[src/rtl/clock_output.sv]
// clock output block: constants package and the top module driving the clock
// output pin through a glitch-free prescaler.
// assumes sys_clk runs at 250 MHz, ten times the 25 MHz main clock, and that the serial bus logic presents
// register writes as a one-cycle strobe on sys_clk.
//
// Function
// - main clock comes from the 25 MHz oscillator input, crystal or external source
// - start-up timer expires only after 7500 oscillator cycles from reset or wake
// - register reads and writes keep working while the start-up timer counts
// - timer expiry sets the clock-ready flag
// - clock output pin held low from power-up until the timer expires
// - first expiry starts the output at default divide by 4, 6.25 MHz
// - software or pin reset leaves select register and running output alone
// - output runs through power-down; wake restarts timer without stopping output
// - select code 000 disables the output and drives the pin low
// - no high or low phase shorter than the selected frequency implies
// - frequency change pauses output low for two to eight oscillator periods
// - select bits 2-0: 001 div1, 010 div2, 011 div3, 100 div4, 101 div8
// - select register bits 7-3 read as zero

package clock_output_pkg;
  localparam int SYS_MHZ = 250;
  localparam int OSC_MHZ = 25;
  localparam int SYS_PER_OSC = SYS_MHZ / OSC_MHZ;
  localparam int STARTUP_OSC_CYCLES = 7500;
  localparam int STARTUP_SYS_CYCLES = STARTUP_OSC_CYCLES * SYS_PER_OSC;
  localparam int GAP_OSC_PERIODS = 4;
  localparam int GAP_CYCLES = GAP_OSC_PERIODS * SYS_PER_OSC;
  localparam int CNT_W = 7;
  localparam int REG_W = 8;
  localparam int SEL_W = 3;
  localparam int SEL_LSB = 0;
  localparam logic [7:0] SELECT_RESET = 8'h04;
  localparam logic [2:0] CODE_OFF = 3'h0;
  localparam logic [2:0] CODE_DIV1 = 3'h1;
  localparam logic [2:0] CODE_DIV2 = 3'h2;
  localparam logic [2:0] CODE_DIV3 = 3'h3;
  localparam logic [2:0] CODE_DIV4 = 3'h4;
  localparam logic [2:0] CODE_DIV8 = 3'h5;
  typedef enum logic [1:0] {S_IDLE, S_GAP, S_HIGH, S_LOW} clk_state_t;
endpackage : clock_output_pkg

`timescale 1ns/1ps
`default_nettype none

module clock_output #(
  parameter int STARTUP_CYCLES = clock_output_pkg::STARTUP_SYS_CYCLES
) (
  // clock and power-on reset
  input wire logic sys_clk,
  input wire logic rstn,
  // power state from the power controller
  input wire logic power_down,
  // select register access from the serial bus logic
  input wire logic select_wr_en,
  input wire logic [7:0] select_wr_data,
  output logic [7:0] clock_output_select_q,
  // status
  output logic clock_ready_flag_q,
  // pin
  output logic clock_output_pin_q
);

  initial begin
    if (STARTUP_CYCLES < 2) $error("clock_output: STARTUP_CYCLES must be at least 2");
  end

  // half period in sys_clk cycles; zero marks off and the reserved codes
  function automatic logic [clock_output_pkg::CNT_W-1:0] half_len(input logic [2:0] code);
    int d;
    d = 0;
    unique case (code)
      clock_output_pkg::CODE_DIV1: d = 1;
      clock_output_pkg::CODE_DIV2: d = 2;
      clock_output_pkg::CODE_DIV3: d = 3;
      clock_output_pkg::CODE_DIV4: d = 4;
      clock_output_pkg::CODE_DIV8: d = 8;
      default: d = 0;
    endcase
    return clock_output_pkg::CNT_W'(d * clock_output_pkg::SYS_PER_OSC / 2);
  endfunction : half_len

  localparam logic [clock_output_pkg::CNT_W-1:0] GAP_LOAD = clock_output_pkg::CNT_W'(clock_output_pkg::GAP_CYCLES - 1);
  localparam logic [clock_output_pkg::CNT_W-1:0] ONE = clock_output_pkg::CNT_W'(1);

  clock_output_pkg::clk_state_t state_q;
  logic [clock_output_pkg::CNT_W-1:0] cnt_q;
  logic [2:0] cur_q;
  logic started_q;
  logic [2:0] sel;
  logic [clock_output_pkg::CNT_W-1:0] half_cur;
  logic [clock_output_pkg::CNT_W-1:0] half_sel;

  assign sel = clock_output_select_q[clock_output_pkg::SEL_LSB +: clock_output_pkg::SEL_W];
  assign half_cur = half_len(cur_q);
  assign half_sel = half_len(sel);

  startup_timer #(
    .STARTUP_CYCLES(STARTUP_CYCLES)
  ) u_timer (
    .sys_clk(sys_clk),
    .rstn(rstn),
    .power_down(power_down),
    .clock_ready_flag_q(clock_ready_flag_q)
  );

  // only power-on reset touches the select register; soft and pin resets
  // are kept outside this block on purpose
  always_ff @(posedge sys_clk or negedge rstn) begin
    if (!rstn) begin
      clock_output_select_q <= clock_output_pkg::SELECT_RESET;
    end else if (select_wr_en) begin
      // writes are taken regardless of the ready flag
      clock_output_select_q <= {5'h00, select_wr_data[2:0]};
    end
  end

  // first expiry releases the pin for good; a later wake does not stop it
  always_ff @(posedge sys_clk or negedge rstn) begin
    if (!rstn) begin
      started_q <= 1'b0;
    end else if (clock_ready_flag_q) begin
      started_q <= 1'b1;
    end
  end

  always_ff @(posedge sys_clk or negedge rstn) begin
    if (!rstn) begin
      state_q <= clock_output_pkg::S_IDLE;
      cnt_q <= '0;
      cur_q <= clock_output_pkg::CODE_OFF;
      clock_output_pin_q <= 1'b0;
    end else begin
      unique case (state_q)
        clock_output_pkg::S_IDLE: begin
          clock_output_pin_q <= 1'b0;
          if (started_q && half_sel != '0) begin
            cur_q <= sel;
            cnt_q <= GAP_LOAD;
            state_q <= clock_output_pkg::S_GAP;
          end
        end
        clock_output_pkg::S_GAP: begin
          if (cnt_q == '0) begin
            clock_output_pin_q <= 1'b1;
            cnt_q <= half_cur - ONE;
            state_q <= clock_output_pkg::S_HIGH;
          end else begin
            cnt_q <= cnt_q - ONE;
          end
        end
        clock_output_pkg::S_HIGH: begin
          if (cnt_q == '0) begin
            clock_output_pin_q <= 1'b0;
            cnt_q <= half_cur - ONE;
            state_q <= clock_output_pkg::S_LOW;
          end else begin
            cnt_q <= cnt_q - ONE;
          end
        end
        clock_output_pkg::S_LOW: begin
          if (cnt_q != '0) begin
            cnt_q <= cnt_q - ONE;
          end else if (sel == cur_q) begin
            clock_output_pin_q <= 1'b1;
            cnt_q <= half_cur - ONE;
            state_q <= clock_output_pkg::S_HIGH;
          end else if (half_sel == '0) begin
            // reserved codes fall here too, which is safer than guessing
            state_q <= clock_output_pkg::S_IDLE;
          end else begin
            cur_q <= sel;
            cnt_q <= GAP_LOAD;
            state_q <= clock_output_pkg::S_GAP;
          end
        end
      endcase
    end
  end

  // helper counters for the phase checks
  logic [7:0] hi_cnt_q;
  logic [7:0] lo_cnt_q;
  logic from_run_q;

  always_ff @(posedge sys_clk or negedge rstn) begin
    if (!rstn) begin
      hi_cnt_q <= 8'h00;
      lo_cnt_q <= 8'h00;
      from_run_q <= 1'b0;
    end else begin
      hi_cnt_q <= clock_output_pin_q ? hi_cnt_q + 8'h01 : 8'h00;
      lo_cnt_q <= clock_output_pin_q ? 8'h00 : ((lo_cnt_q == 8'hff) ? lo_cnt_q : lo_cnt_q + 8'h01);
      if (state_q == clock_output_pkg::S_LOW) begin
        from_run_q <= 1'b1;
      end else if (state_q == clock_output_pkg::S_IDLE) begin
        from_run_q <= 1'b0;
      end
    end
  end

  a_low_before_ready: assert property (@(posedge sys_clk) disable iff (!rstn)
    !started_q |-> !clock_output_pin_q)
    else $error("clock output left low state before start-up expiry");

  a_high_phase_exact: assert property (@(posedge sys_clk) disable iff (!rstn)
    $fell(clock_output_pin_q) |-> hi_cnt_q == {1'b0, half_cur})
    else $error("high phase length differs from selected divider");

  a_low_phase_min: assert property (@(posedge sys_clk) disable iff (!rstn)
    $rose(clock_output_pin_q) |-> lo_cnt_q >= {1'b0, half_cur})
    else $error("low phase shorter than selected divider");

  a_switch_gap_bounds: assert property (@(posedge sys_clk) disable iff (!rstn)
    ($rose(clock_output_pin_q) && $past(state_q) == clock_output_pkg::S_GAP && from_run_q)
      |-> (lo_cnt_q >= 8'd20 && lo_cnt_q <= 8'd80))
    else $error("switch pause outside two to eight oscillator periods");

  a_disable_drives_low: assert property (@(posedge sys_clk) disable iff (!rstn)
    (state_q == clock_output_pkg::S_LOW && cnt_q == '0 && sel == clock_output_pkg::CODE_OFF && !select_wr_en)
      |=> (state_q == clock_output_pkg::S_IDLE) ##1 !clock_output_pin_q [*3])
    else $error("disabled output did not settle low");

  a_default_start: assert property (@(posedge sys_clk) disable iff (!rstn)
    ($rose(started_q) && sel == clock_output_pkg::CODE_DIV4 && state_q == clock_output_pkg::S_IDLE)
      |-> ##41 (clock_output_pin_q && cur_q == clock_output_pkg::CODE_DIV4))
    else $error("default divide-by-4 output did not start");

  a_select_write: assert property (@(posedge sys_clk) disable iff (!rstn)
    select_wr_en |=> clock_output_select_q == {5'h00, $past(select_wr_data[2:0])})
    else $error("select write not stored or upper bits not zero");

  a_upper_bits_zero: assert property (@(posedge sys_clk) disable iff (!rstn)
    clock_output_select_q[7:3] == 5'h00)
    else $error("select register upper bits not zero");

  a_runs_through_wake: assert property (@(posedge sys_clk) disable iff (!rstn)
    ($fell(power_down) && state_q != clock_output_pkg::S_IDLE && half_sel != '0)
      |=> state_q != clock_output_pkg::S_IDLE)
    else $error("power-down exit interrupted the clock output");

  a_change_at_low_end: assert property (@(posedge sys_clk) disable iff (!rstn)
    (cur_q != $past(cur_q) && $past(state_q) != clock_output_pkg::S_IDLE)
      |-> ($past(state_q) == clock_output_pkg::S_LOW && $past(cnt_q) == '0 && !clock_output_pin_q))
    else $error("divider changed outside end of low phase");

endmodule : clock_output

`default_nettype wire

[src/rtl/startup_timer.sv]
// start-up timer: counts after power-on reset and after each power-down exit,
// then raises the clock-ready flag.
// assumes power_down comes from logic on sys_clk, so it needs no synchroniser.
`timescale 1ns/1ps
`default_nettype none

module startup_timer #(
  parameter int STARTUP_CYCLES = 75000
) (
  // clock and reset
  input wire logic sys_clk,
  input wire logic rstn,
  // power state
  input wire logic power_down,
  // status
  output logic clock_ready_flag_q
);

  localparam int CW = $clog2(STARTUP_CYCLES + 1);

  initial begin
    if (STARTUP_CYCLES < 2) $error("startup_timer: STARTUP_CYCLES must be at least 2");
  end

  logic pd_q;
  logic [CW-1:0] cnt_q;
  logic wake;
  logic expire;

  assign wake = pd_q && !power_down;
  // counting pauses while powered down, the oscillator is treated as stopped
  assign expire = !clock_ready_flag_q && !power_down && (cnt_q == CW'(STARTUP_CYCLES - 1));

  always_ff @(posedge sys_clk or negedge rstn) begin
    if (!rstn) begin
      pd_q <= 1'b0;
    end else begin
      pd_q <= power_down;
    end
  end

  always_ff @(posedge sys_clk or negedge rstn) begin
    if (!rstn) begin
      cnt_q <= '0;
    end else if (wake) begin
      cnt_q <= '0;
    end else if (!clock_ready_flag_q && !power_down) begin
      cnt_q <= cnt_q + CW'(1);
    end
  end

  always_ff @(posedge sys_clk or negedge rstn) begin
    if (!rstn) begin
      clock_ready_flag_q <= 1'b0;
    end else if (wake) begin
      clock_ready_flag_q <= 1'b0;
    end else if (expire) begin
      clock_ready_flag_q <= 1'b1;
    end
  end

  a_ready_on_expiry: assert property (@(posedge sys_clk) disable iff (!rstn)
    (!clock_ready_flag_q && !power_down && !wake && cnt_q == CW'(STARTUP_CYCLES - 1)) |=> clock_ready_flag_q)
    else $error("ready flag not set on timer expiry");

  a_wake_clears_ready: assert property (@(posedge sys_clk) disable iff (!rstn)
    $fell(power_down) |-> ##1 (!clock_ready_flag_q && cnt_q == '0))
    else $error("power-down exit did not restart the timer");

  a_no_early_ready: assert property (@(posedge sys_clk) disable iff (!rstn)
    $rose(clock_ready_flag_q) |-> $past(cnt_q) == CW'(STARTUP_CYCLES - 1))
    else $error("ready flag set before full start-up count");

endmodule : startup_timer

`default_nettype wire

[config.mk]
export PLATFORM = sky130hd
export DESIGN_NAME = clock_output
export DESIGN_NICKNAME = d
export VERILOG_FILES = /design/src/rtl/clock_output.sv /design/src/rtl/startup_timer.sv
export SDC_FILE = /design/constraint.sdc
export NUM_CORES = 1
export LEC_CHECK = 0
export ABC_CLOCK_PERIOD_IN_PS = 5200
export BUFFER_PORTS_ARGS = -buffer_cell sky130_fd_sc_hd__buf_2
export CAP_MARGIN = 20
export CORE_ASPECT_RATIO = 1.5
export CORE_MARGIN = 2
export CORE_UTILIZATION = 50
export DETAILED_ROUTE_END_ITERATION = 8
export PLACE_DENSITY = 0.74
export SYNTH_ARGS = -nofsm -noshare
export SYNTH_HDL_FRONTEND = slang
export SYNTH_SLANG_ARGS = --single-unit
[constraint.sdc]
create_clock -name sys_clk -period 5.2 [get_ports sys_clk]
set_input_delay 0.52 -clock sys_clk [delete_from_list [all_inputs] [get_ports sys_clk]]
set_output_delay 0.52 -clock sys_clk [all_outputs]
set_load 0.1 [all_outputs]
## Word level (Yosys, flattened, before mapping)

Index checks and enable logic that the tools add are counted.

| word-level totals | value |
|---|---|
| register bits after elaboration | 36 |
| input bits | 12 |
| output and inout port bits | 10 |
| word-level logic and storage cells | 85 |

| operators by class | value |
|---|---|
| $add $sub $neg | 3 |
| multipliers | 2 |
| eq/ne operators | 23 |
| multiplexer cells | 29 |
| reduce and logical (&&, ||, !) cells | 19 |

Operators by type and width:

| cell | number |
|---|---|
| 32-bit by 4-bit multiplier with 7-bit output (second input constant) | 2 |
| 4-bit case mux with 5 select lines | 2 |
| 7-bit two-way mux | 5 |
| 17-bit two-way mux | 2 |
| 7-bit case mux with 3 select lines | 1 |
| 17-bit by 1-bit adder with 17-bit output (second input constant) | 1 |
| 17-bit equality test (second input constant) | 1 |
| 7-bit zero test | 2 |
| 2-bit != test (second input constant) | 7 |
| 7-bit nonzero test | 2 |
| 7-bit by 1-bit subtractor with 7-bit output (second input constant) | 2 |
| 3-bit by 2-bit equality test with 1-bit output (second input constant) | 4 |
| 3-bit equality test (second input constant) | 4 |
| 3-bit two-way mux | 4 |
| 2-bit two-way mux | 5 |
| 2-bit case mux with 4 select lines | 1 |
| 4-bit AND reduction | 2 |
| 1-bit two-way mux | 7 |
| 3-bit by 1-bit equality test with 1-bit output (second input constant) | 2 |
| 3-bit case mux with 2 select lines | 1 |
| 2-bit nonzero test | 3 |
| 5-bit AND reduction | 1 |
| 2-bit equality test (second input constant) | 2 |
| 1-bit logical AND | 4 |
| other kinds (8) | 9 |

## Logic depth before layout (Yosys ltp)

Gate-level depths: netlist of run 1.

| depth | value |
|---|---|
| depth after elaboration | 8 |
| mapped depth | 12 |
| gate-level depth less buffers | 12 |

## By module

Synthesis of run 1 repeated with hierarchy kept, for this count alone.

| second synthesis, totals | value |
|---|---|
| cell total of the unflattened synthesis | 276 |
| area, all modules | 2,600.0 sq um |

Modules (own cells, without submodules):

| module | times used | cells an instance | area each (sq um) | sequential area each (sq um) |
|---|---|---|---|---|
| clock_output | 1 | 172 | 1,599.0 | 426.7 |
| startup_timer | 1 | 104 | 1,001.0 | 475.5 |

## Least setup slack after synthesis of run 1

OpenSTA, ideal clock, no wires.

| timing path | value |
|---|---|
| kind | flip-flop to flip-flop |
| start | reg clock_output_select_q[1] |
| end | reg cnt_q[4] in the netlist's numbering |
| library setup time | 0.122 ns |
| arrival time | 3.312 ns |
| required time | 5.078 ns |
| slack | 1.766 ns |
| stages on the path, launching flop included | 11 |
| buffers on the path | 1 |
| period minus slack after synthesis | 3.434 ns |
| cell sequence | dfrtp_1 and3b_1 ha_1 ha_1 fa_1 nor3_1 o21ai_0 a2111oi_4 o22ai_2 buf_6 a32o_1 |

| between the ends | value |
|---|---|
| cells in the longest elaborated chain, start to end | 7 |
| elaborated cells on any way between the ends | 17 |
| those cells by class | mul (1); eq/ne (8); mux (4); reduce/logical (4) |

Ends and longest elaborated chain:

| item | RTL line | RTL |
|---|---|---|
| start, declared | clock_output.sv:57 | `output logic [7:0] clock_output_select_q,` |
| start signal, assigned | clock_output.sv:111 | `clock_output_select_q <= clock_output_pkg::SELECT_RESET;` |
| start signal, assigned | clock_output.sv:114 | `clock_output_select_q <= {5'h00, select_wr_data[2:0]};` |
| 3-bit equality test (tied with other cells) | clock_output.sv:72 | `unique case (code)` |
| 4-bit case mux with 5 select lines | clock_output.sv:72 |  |
| 32-bit by 4-bit multiplier with 7-bit output | clock_output.sv:80 | `return clock_output_pkg::CNT_W'(d * clock_output_pkg::SYS_PER_OSC / 2);` |
| 7-bit nonzero test | clock_output.sv:137 | `if (started_q && half_sel != '0) begin` |
| 1-bit logical AND | clock_output.sv:137 |  |
| 2-bit != test (no line) | n/a |  |
| 2-bit AND reduction (no line) | n/a |  |
| end signal, assigned | clock_output.sv:146 | `cnt_q <= half_cur - ONE;` |
| end signal, assigned | clock_output.sv:149 | `cnt_q <= cnt_q - ONE;` |
| end signal, assigned | clock_output.sv:155 | `cnt_q <= half_cur - ONE;` |
| end, declared | clock_output.sv:87 | `logic [clock_output_pkg::CNT_W-1:0] cnt_q;` |

Several ways; a longest one is shown, not always the timed one.
A chain may end at the register's enable or synchronous reset.

## Worst setup path after layout of run 1

| timing path | value |
|---|---|
| start | reg clock_output_select_q[2] |
| end | reg cnt_q[4] in the netlist's numbering |

Same word-level chain as after synthesis.

==> flow_summary.ini, run 1 <==
[die]
io_pins = 22
die_h_um = 90.7
rows = 31
start_util_pct = 52.1
die_w_um = 61.8
die_area_sq_um = 5600
core_sq_um = 4810

[synth]
syn_area_sq_um = 2500
synthArstFlopShare_pct = 100
synth_cells = 266
synth-main-ff-cell = dfrtp_1
synth_seq_cells = 36
syn_avg_cell_area_sq_um = 9.41
synth_warnings = 0
synth_edf_count = 0
ys_seq_area_share_pct = 36.0
synth.distinct_cells = 52

[cts]
cts_resized = 0
postCtsSetupRepairBufs = 0
cts_tree = built
cts.sinks = 36
clock_latency_ns = 0.29
cts-htree-levels = 2
clk_pin_slew_ns = 0.07
numCtsBuffers = 5
cts_buffer_depth = 2
cts_root_buf = clkbuf_8
cts_hold_buf = 0

[critical_path]
crit_family = compound AO/OA/AOI/OAI gates
worst-path-buf-inv = 0
path_cells = and3b_1, ha_1, ha_1, fa_1, nor3_1, o21ai_0, a21oi_1, o22ai_2, o31ai_1, a32o_1
crit_type = flop to flop
end_kind = flop
crit_fanout = 13
cp_slowest_stage_delay_ns = 0.60
critPathSlowestCell = dfstp_2
critical_path_required_ns = 5.38
cp_data_arrival_time_ns = 3.38
critPathLaunchType = flop
crit_top_cell = ha_1

[final_layout]
layout_common_cells = 35 x dfrtp_1, 28 x nor2_1, 24 x ha_1
finish.utilization_pct = 55.6
final_common_cell = dfrtp_1
antenna_cells = 0
final_layout_size_suffix_gt1_share_pct = 11.5
nFillCells = 459
fin_nets = 317
area_growth_pct = 6.80

[placement]
place_congestion = 0.831
dpl.hpwl_um = 3530
portBuffers = 11

[sta]
setup_viol_count_final = 0
fin_worst_skew_ns = 0.00857
rsz0062_at_grt = false
worst_slew_pin_slew_ns = 0.990
min_period_over_period_pct = 61.5
period_needed_ns = 3.20
finalSetupTns_ns = 0
relSlewSlack_pct = 33.9
fmax_mhz = 313
timing_max_transition_violations_final = 0
hold_viol = 0

[min_path]
hp-class = input pin to async pin

[power_and_ir_drop]
vdd_ir_drop_max_mv = 0.187
swShare_pct = 29.2
p_sw_uw = 163
power.total_uw = 556
sequentialPowerShare_pct = 52.9
cellPowerDensity_nw_per_um2 = 208
pwr-share-clk_pct = 33.6
pwr-share-comb_pct = 13.5
p_int_uw = 393
p_leak_nw = 1.23

[drt]
num_vias = 1944
drc_errors = 0
drt_wl_total_um = 4640
ant_nets = 0
viasPerCell = 5.63
dr.pass1.iters = 4
wire_per_inst_um = 13.5
drt-initial-drc-count = 101

[grt]
grt_pass1_wl_um = 8070
grt_pass1_vias = 1894
overflow = 0
antenna_found_initial = 0
grt_usage_pct = 18.6
grt_max_degree = 37

[run_status]
status = finished, final reports clean

[job]
drv_cap = 0
through the flow:
step	worst slack, ns	instances	cell area, sq um	hold slack [ns]
after global routing	1.84	345	2670	0.400
after detailed placement	2.00	338	2600	0.509
after global placement	2.08	338	2600	0.502
final	2.00	345	2670	0.305
after floorplan	1.77	270	2520	0.224
after CTS	2.00	345	2670	0.347
cell families (layout without fill, tap and decap cells):
kind of cell,count (synthesis),in the layout,share of synthesized area (%)
simple gates,98,98,20.2
flops,36,36,36.0
xor+xnor,19,19,6.65
buf+inv,23,32,4.50
mux,6,6,2.70
fa+ha+maj,26,26,13.6
compound gates,57,57,16.2
other cells,1,5,0.150
registers in the layout, summed over array words and instances (netlist names):
signal,count
started_q,1
cnt_q,7
clock_output_pin_q,1
u_timer.clock_ready_flag_q,1
u_timer.pd_q,1
state_q,2
cur_q,3
u_timer.cnt_q,17
clock_output_select_q,3
path summary, 6_finish.rpt:
path                                          startpoint            to  slack (ns)  depth (start not counted)
worst max-delay path            clock_output_select_q[2]      cnt_q[4]        2.00                         10
worst min-delay path                                rstn      cnt_q[2]        0.31                          1
worst max register to register  clock_output_select_q[2]      cnt_q[4]        2.00                         10
worst min register to register                 started_q     started_q        0.52                          2
max in group asynchronous                           rstn     started_q        4.38                          1
min in group sys_clk                          power_down  u_timer.pd_q        0.45                          1
synthesized netlist by cell type, drive strengths merged (3+ instances only):
cell type | n | area [sq um]
a21o | 3 | 22.5
a21oi | 19 | 95.1
and3 | 4 | 25.0
buf | 6 | 48.8
clkbuf | 3 | 11.3
dfrtp | 35 | 876
ha | 24 | 300
inv | 14 | 52.6
mux2 | 6 | 67.6
nand2 | 18 | 67.6
nand2b | 5 | 31.3
nand3 | 7 | 35.0
nand3b | 4 | 30.0
nand4 | 3 | 18.8
nor2 | 28 | 105
nor2b | 6 | 37.5
nor3 | 7 | 35.0
o21ai | 11 | 55.1
o31ai | 5 | 42.5
or3 | 5 | 31.3
xnor2 | 6 | 52.6
xor2 | 13 | 114
area by class of cell:
| type | count | area (sq um) | share of cell area [%] |
|---|---|---|---|
| Inverter | 14 | 52.6 | 1.97 |
| Tap cell | 66 | 82.6 | 3.09 |
| Clock buffer | 6 | 72.6 | 2.71 |
| Sequential cell | 36 | 902 | 33.7 |
| Clock inverter | 1 | 5.00 | 0.187 |
| Multi-Input combinational cell | 211 | 1500 | 56.2 |
| Timing Repair Buffer | 11 | 55.1 | 2.06 |
per-layer routing:
metal	part of all wire, %	vias to the layer above	GRT usage (%)
met5	0	-	0
li1	-	962	-
met3	2.5	7	3.58
met1	41	950	22.0
met2	55	25	32.2
met4	1.6	0	6.03
power groups by stage:
| stage | sequential (mW) | clock (mW) | combinational [mW] |
|---|---|---|---|
| after global placement | 0.299 | 0 | 0.0737 |
| after CTS | 0.294 | 0.192 | 0.0758 |
| final | 0.294 | 0.187 | 0.0750 |
| after floorplan | 0.315 | 0 | 0.0447 |
| after detailed placement | 0.299 | 0 | 0.0758 |
| after global routing | 0.296 | 0.201 | 0.0812 |
Power figures use the tool's default switching activity.
==> inputs of run 2 (changes only) <==
- ABC_CLOCK_PERIOD_IN_PS: 5200 -> 3060
- clock period: 5.2 -> 3.06 ns (I/O delays scaled with it)
==> flow_summary.ini, run 2 (synthesized netlist as in run 1, its figures left out) <==
[placement]
place_congestion = 0.834
portBuffers = 11
dpl.hpwl_um = 3680

[die]
core_sq_um = 4810
io_pins = 22
rows = 31
die_area_sq_um = 5600
start_util_pct = 52.1
die_h_um = 90.7
die_w_um = 61.8

[grt]
grt_max_degree = 37
overflow = 0
grt_pass1_wl_um = 8180
grt_pass1_vias = 1913
grt_usage_pct = 19.1
antenna_found_initial = 0

[sta]
worst_slew_pin_slew_ns = 0.982
period_needed_ns = 2.94
hold-worst-slack_ns = 0.108
fmax_mhz = 340
relSlewSlack_pct = 34.4
setup_viol_count_final = 0
timing_max_transition_violations_final = 0
rsz0062_at_grt = true
fin_worst_skew_ns = 0.0101
min_period_over_period_pct = 96.1
finalSetupTns_ns = 0
hold_viol = 0

[final_layout]
layout_common_cells = 33 x dfrtp_1, 28 x nor2_1, 23 x ha_1
ff_latch_area_sq_um = 908
final_layout_size_suffix_gt1_share_pct = 16.7
largest_registers = u_timer.cnt_q: 17 flops, cnt_q: 7 flops
area_growth_pct = 11.9
largest_reg_flops = 17
multi_input_area_sq_um = 1550
antenna_cells = 0
fin_nets = 325
final_common_cell = dfrtp_1
largest-register = u_timer.cnt_q
nFillCells = 450

[cts]
cts.sinks = 36
cts_tree = built
clk_pin_slew_ns = 0.08
numCtsBuffers = 5
cts-htree-levels = 2
cts_buffer_depth = 2
cts_root_buf = clkbuf_8
clock_latency_ns = 0.29

[drt]
drc_errors = 0
wire_per_inst_um = 14.6
ant_nets = 0
drt_wl_total_um = 5150
viasPerCell = 5.73
dr.pass1.iters = 4
drt-initial-drc-count = 136
num_vias = 2029

[critical_path]
critical_path_required_ns = 3.24
cp_data_arrival_time_ns = 3.12
end_kind = flop
crit_fanout = 7
critPathLaunchType = flop
crit_type = flop to flop

[power_and_ir_drop]
swShare_pct = 28.4
p_int_uw = 734
p_sw_uw = 291
pwr-share-comb_pct = 14.9
power.total_mw = 1.03
pwr-share-clk_pct = 36.4
p_leak_nw = 1.28
vdd_ir_drop_max_mv = 0.283
cellPowerDensity_nw_per_um2 = 366
sequentialPowerShare_pct = 48.7

[run_status]
status = finished, final reports clean

[min_path]
hp-class = input pin to async pin

[job]
drv_cap = 0
-- run 2: cell types whose count changed in the layout (fill, tap and decap cells not counted), moves of 2 or more --
cell      change
buf_4         +7
o21ai_2       +2
dfrtp_1       -2
clkbuf_8      +2
dfrtp_2       +2
-- run 2: what timing repair did --
item,4_1_cts,5_1_grt
resized for setup,0,7
setup endpoints to repair,1,12
pin swaps,0,2
hold buffers,0,0
endpoints found under the hold margin,0,0
buffers inserted,0,3
cloned,0,1
-- run 2: per-stage QoR --
step                cell area, sq um  worst slack [ns]  cells  util (%)
finish                          2800             0.121    354      58.2
global placement                2630            0.0224    342      54.7
floorplan                       2520           -0.0150    270         -
global route                    2800           -0.0319    354      58.2
detailed placement              2630         -0.000958    342      54.7
CTS                             2730           -0.0148    350      56.8
-- run 2: worst max-delay path, stage by stage (launching register included) --
cell	delay, ns
dfstp_4	0.65
and3b_1	0.18
ha_1	0.23
ha_2	0.20
fa_1	0.50
nor3_2	0.05
o21ai_2	0.09
buf_4	0.16
a2111oi_4	0.03
buf_4	0.17
o22ai_2	0.25
nand2_1	0.13
o22a_1	0.20
-- run 2: final timing paths --
path | start | depth (start not counted) | to | slack, ns
worst max register to register | clock_output_select_q[2] | 12 | cnt_q[1] | 0.12
worst min register to register | u_timer.cnt_q[7] | 2 | u_timer.cnt_q[7] | 0.55
max in group asynchronous | rstn | 1 | clock_output_select_q[0] | 2.39
worst max-delay path | clock_output_select_q[2] | 12 | cnt_q[1] | 0.12
worst min-delay path | rstn | 1 | cnt_q[6] | 0.11
min in group sys_clk | power_down | 1 | u_timer.pd_q | 0.22
-- run 2: power groups by stage --
| stage | Clock, mW | Combinational, mW | Sequential (mW) |
|---|---|---|---|
| after global routing | 0.399 | 0.166 | 0.501 |
| after detailed placement | 0 | 0.137 | 0.509 |
| after CTS | 0.386 | 0.137 | 0.500 |
| after floorplan | 0 | 0.0756 | 0.537 |
| final | 0.373 | 0.153 | 0.499 |
| after global placement | 0 | 0.135 | 0.509 |
-- run 2: final cells by class --
type / count / share of cell area (%)
multi-input cells: 212 / 55.3
flip-flops and latches: 36 / 32.4
repair buffers: 18 / 3.84
clock buffers: 8 / 3.57
well taps: 66 / 2.95
inverters: 14 / 1.88
-- run 2: layer usage --
metal / vias to the layer above / GRT usage (%) / wire length, um
met4: 0 / 7.45 / 159
met2: 50 / 34.8 / 2820
met5: - / 0 / 0
met1: 980 / 19.8 / 2010
li1: 985 / - / -
met3: 14 / 4.01 / 160
==> inputs of run 3 (changes only) <==
- BUFFER_PORTS_ARGS: -buffer_cell sky130_fd_sc_hd__buf_2 -> default
- DONT_BUFFER_PORTS: default -> 1
- PLACE_DENSITY: 0.74 -> 0.7
- SLEW_MARGIN: default -> 10
==> flow_summary.ini, run 3 (synthesized netlist as in run 1, its figures left out) <==
[drt]
drt_wl_total_um = 5030
viasPerCell = 5.64
ant_nets = 0
wire_per_inst_um = 14.5
drt-initial-drc-count = 92
dr.pass1.iters = 4
num_vias = 1956
drc_errors = 0

[placement]
dp_cells = 333
portBuffers = 0
place_congestion = 0.860
dpl-instance-area_sq_um = 2590
dpl.hpwl_um = 3590

[final_layout]
antenna_cells = 0
final_common_cell = dfrtp_1
fin_cells = 347
finish.utilization_pct = 58.3
final_layout_size_suffix_gt1_share_pct = 14.6
largest-register = u_timer.cnt_q
largest_registers = u_timer.cnt_q: 17 flops, cnt_q: 7 flops
fin_nets = 318
area_growth_pct = 12.0
layout_common_cells = 33 x dfrtp_1, 28 x nor2_1, 23 x ha_1
largest_reg_flops = 17
final_area_sq_um = 2810

[cts]
cts_buffer_depth = 2
clock_latency_ns = 0.29
cts_root_buf = clkbuf_8
cts_tree = built
numCtsBuffers = 5
cts-htree-levels = 2
clk_pin_slew_ns = 0.07
cts.sinks = 36

[power_and_ir_drop]
p_sw_uw = 301
p_leak_nw = 1.26
pwr-share-comb_pct = 14.0
cellPowerDensity_nw_per_um2 = 382
power.total_mw = 1.07
swShare_pct = 28.1
vdd_ir_drop_max_mv = 0.263
pwr-share-clk_pct = 39.3
p_int_uw = 770
sequentialPowerShare_pct = 46.7

[die]
io_pins = 22
core_sq_um = 4810
die_w_um = 61.8
rows = 31
die_area_sq_um = 5600
die_h_um = 90.7
start_util_pct = 52.1

[sta]
timing_max_transition_violations_final = 0
relSlewSlack_pct = 38.2
min_period_over_period_pct = 97.4
worst_slew_pin_slew_ns = 0.927
finalSetupTns_ns = 0
fmax_mhz = 335
fin_worst_skew_ns = 0.00683
hold_viol = 0
rsz0062_at_grt = true
period_needed_ns = 2.98
setup_viol_count_final = 0

[min_path]
hp-class = input pin to flop

[grt]
overflow = 0
grt_max_degree = 37
grt_usage_pct = 18.6
antenna_found_initial = 0
grt_pass1_wl_um = 8090
grt_pass1_vias = 1926

[critical_path]
critPathLaunchType = flop
critical_path_required_ns = 3.22
crit_fanout = 8
crit_type = flop to flop
end_kind = flop
setup.worst_path.start = clock_output_select_q[2]
rr_startpoint = clock_output_select_q[2]
path_cells = and3b_1, ha_1, ha_2, fa_1, nor3_2, o21ai_2, buf_4, a2111oi_4, buf_4, o22ai_2, nor2_1, a21oi_1
cp.depth = 12
cp_slowest_stage_delay_ns = 0.66
crit_family = adder cells
rrSetupSlack_ns = 0.08
reg2reg_depth = 12
worst-path-buf-inv = 2
cp_data_arrival_time_ns = 3.14
critPathSlowestCell = dfstp_4
r2r-end = cnt_q[2]
crit_top_cell = buf_4
crit_path_end = cnt_q[2]

[job]
drv_cap = 0

[run_status]
status = finished, final reports clean
[run 3: cell count changes in the layout (fill, tap and decap cells not counted), sizes merged]
cell | previous run | this run
buf | 18 | 10
bufinv | 0 | 1
clkbuf | 8 | 5
clkinv | 0 | 1
clkinvlp | 0 | 1
dlygate4sd3 | 0 | 1
[run 3: final cells by class]
class,count,area (sq um)
Multi-Input combinational cell,212,1550
Tap cell,66,82.6
Clock buffer,5,68.8
Fill cell,438,2000
Clock inverter,3,42.5
Timing Repair Buffer,11,97.6
Sequential cell,36,908
Inverter,14,52.6
[run 3: power groups by stage]
stage	logic, mW	registers [mW]	clock network (mW)
3_5_place_dp	0.123	0.510	0
5_1_grt	0.164	0.502	0.448
4_1_cts	0.137	0.500	0.430
2_1_floorplan	0.0756	0.537	0
6_report	0.150	0.500	0.421
3_3_place_gp	0.121	0.509	0
[run 3: worst min-delay path by stage]
| stage | startpoint | endpoint | slack (ns) | depth (start not counted) |
|---|---|---|---|---|
| after floorplan | rstn | clock_output_pin_q | 0.01 | 0 |
| after global placement | rstn | cnt_q[6] | 0.01 | 0 |
| after detailed placement | rstn | cnt_q[6] | 0.01 | 0 |
| after CTS | power_down | u_timer.pd_q | 0.04 | 0 |
| after global routing | power_down | u_timer.pd_q | 0.03 | 0 |
| final | power_down | u_timer.pd_q | 0.04 | 0 |
[run 3: what timing repair did]
item	4_1_cts	5_1_grt
setup endpoints to repair	3	12
gates cloned	0	1
hold buffers	2	0
endpoints found under the hold margin	36	0
pin swaps	0	0
buffers inserted	0	2
resized for setup	0	7
[run 3: stage by stage]
step	setup slack, ns	hold slack (ns)
after global placement	0.0181	0.0117
after floorplan	-0.0150	0.0104
after detailed placement	-0.00552	0.0117
after global routing	-0.0442	0.0328
final	0.0787	0.0439
after CTS	-0.0295	0.0375
[run 3: metal layers]
| layer | track usage [%] | part of all wire [%] |
|---|---|---|
| met1 | 19.6 | 39 |
| met2 | 34.4 | 56 |
| met3 | 4.01 | 2.9 |
| met4 | 5.85 | 1.9 |
| met5 | 0 | 0 |
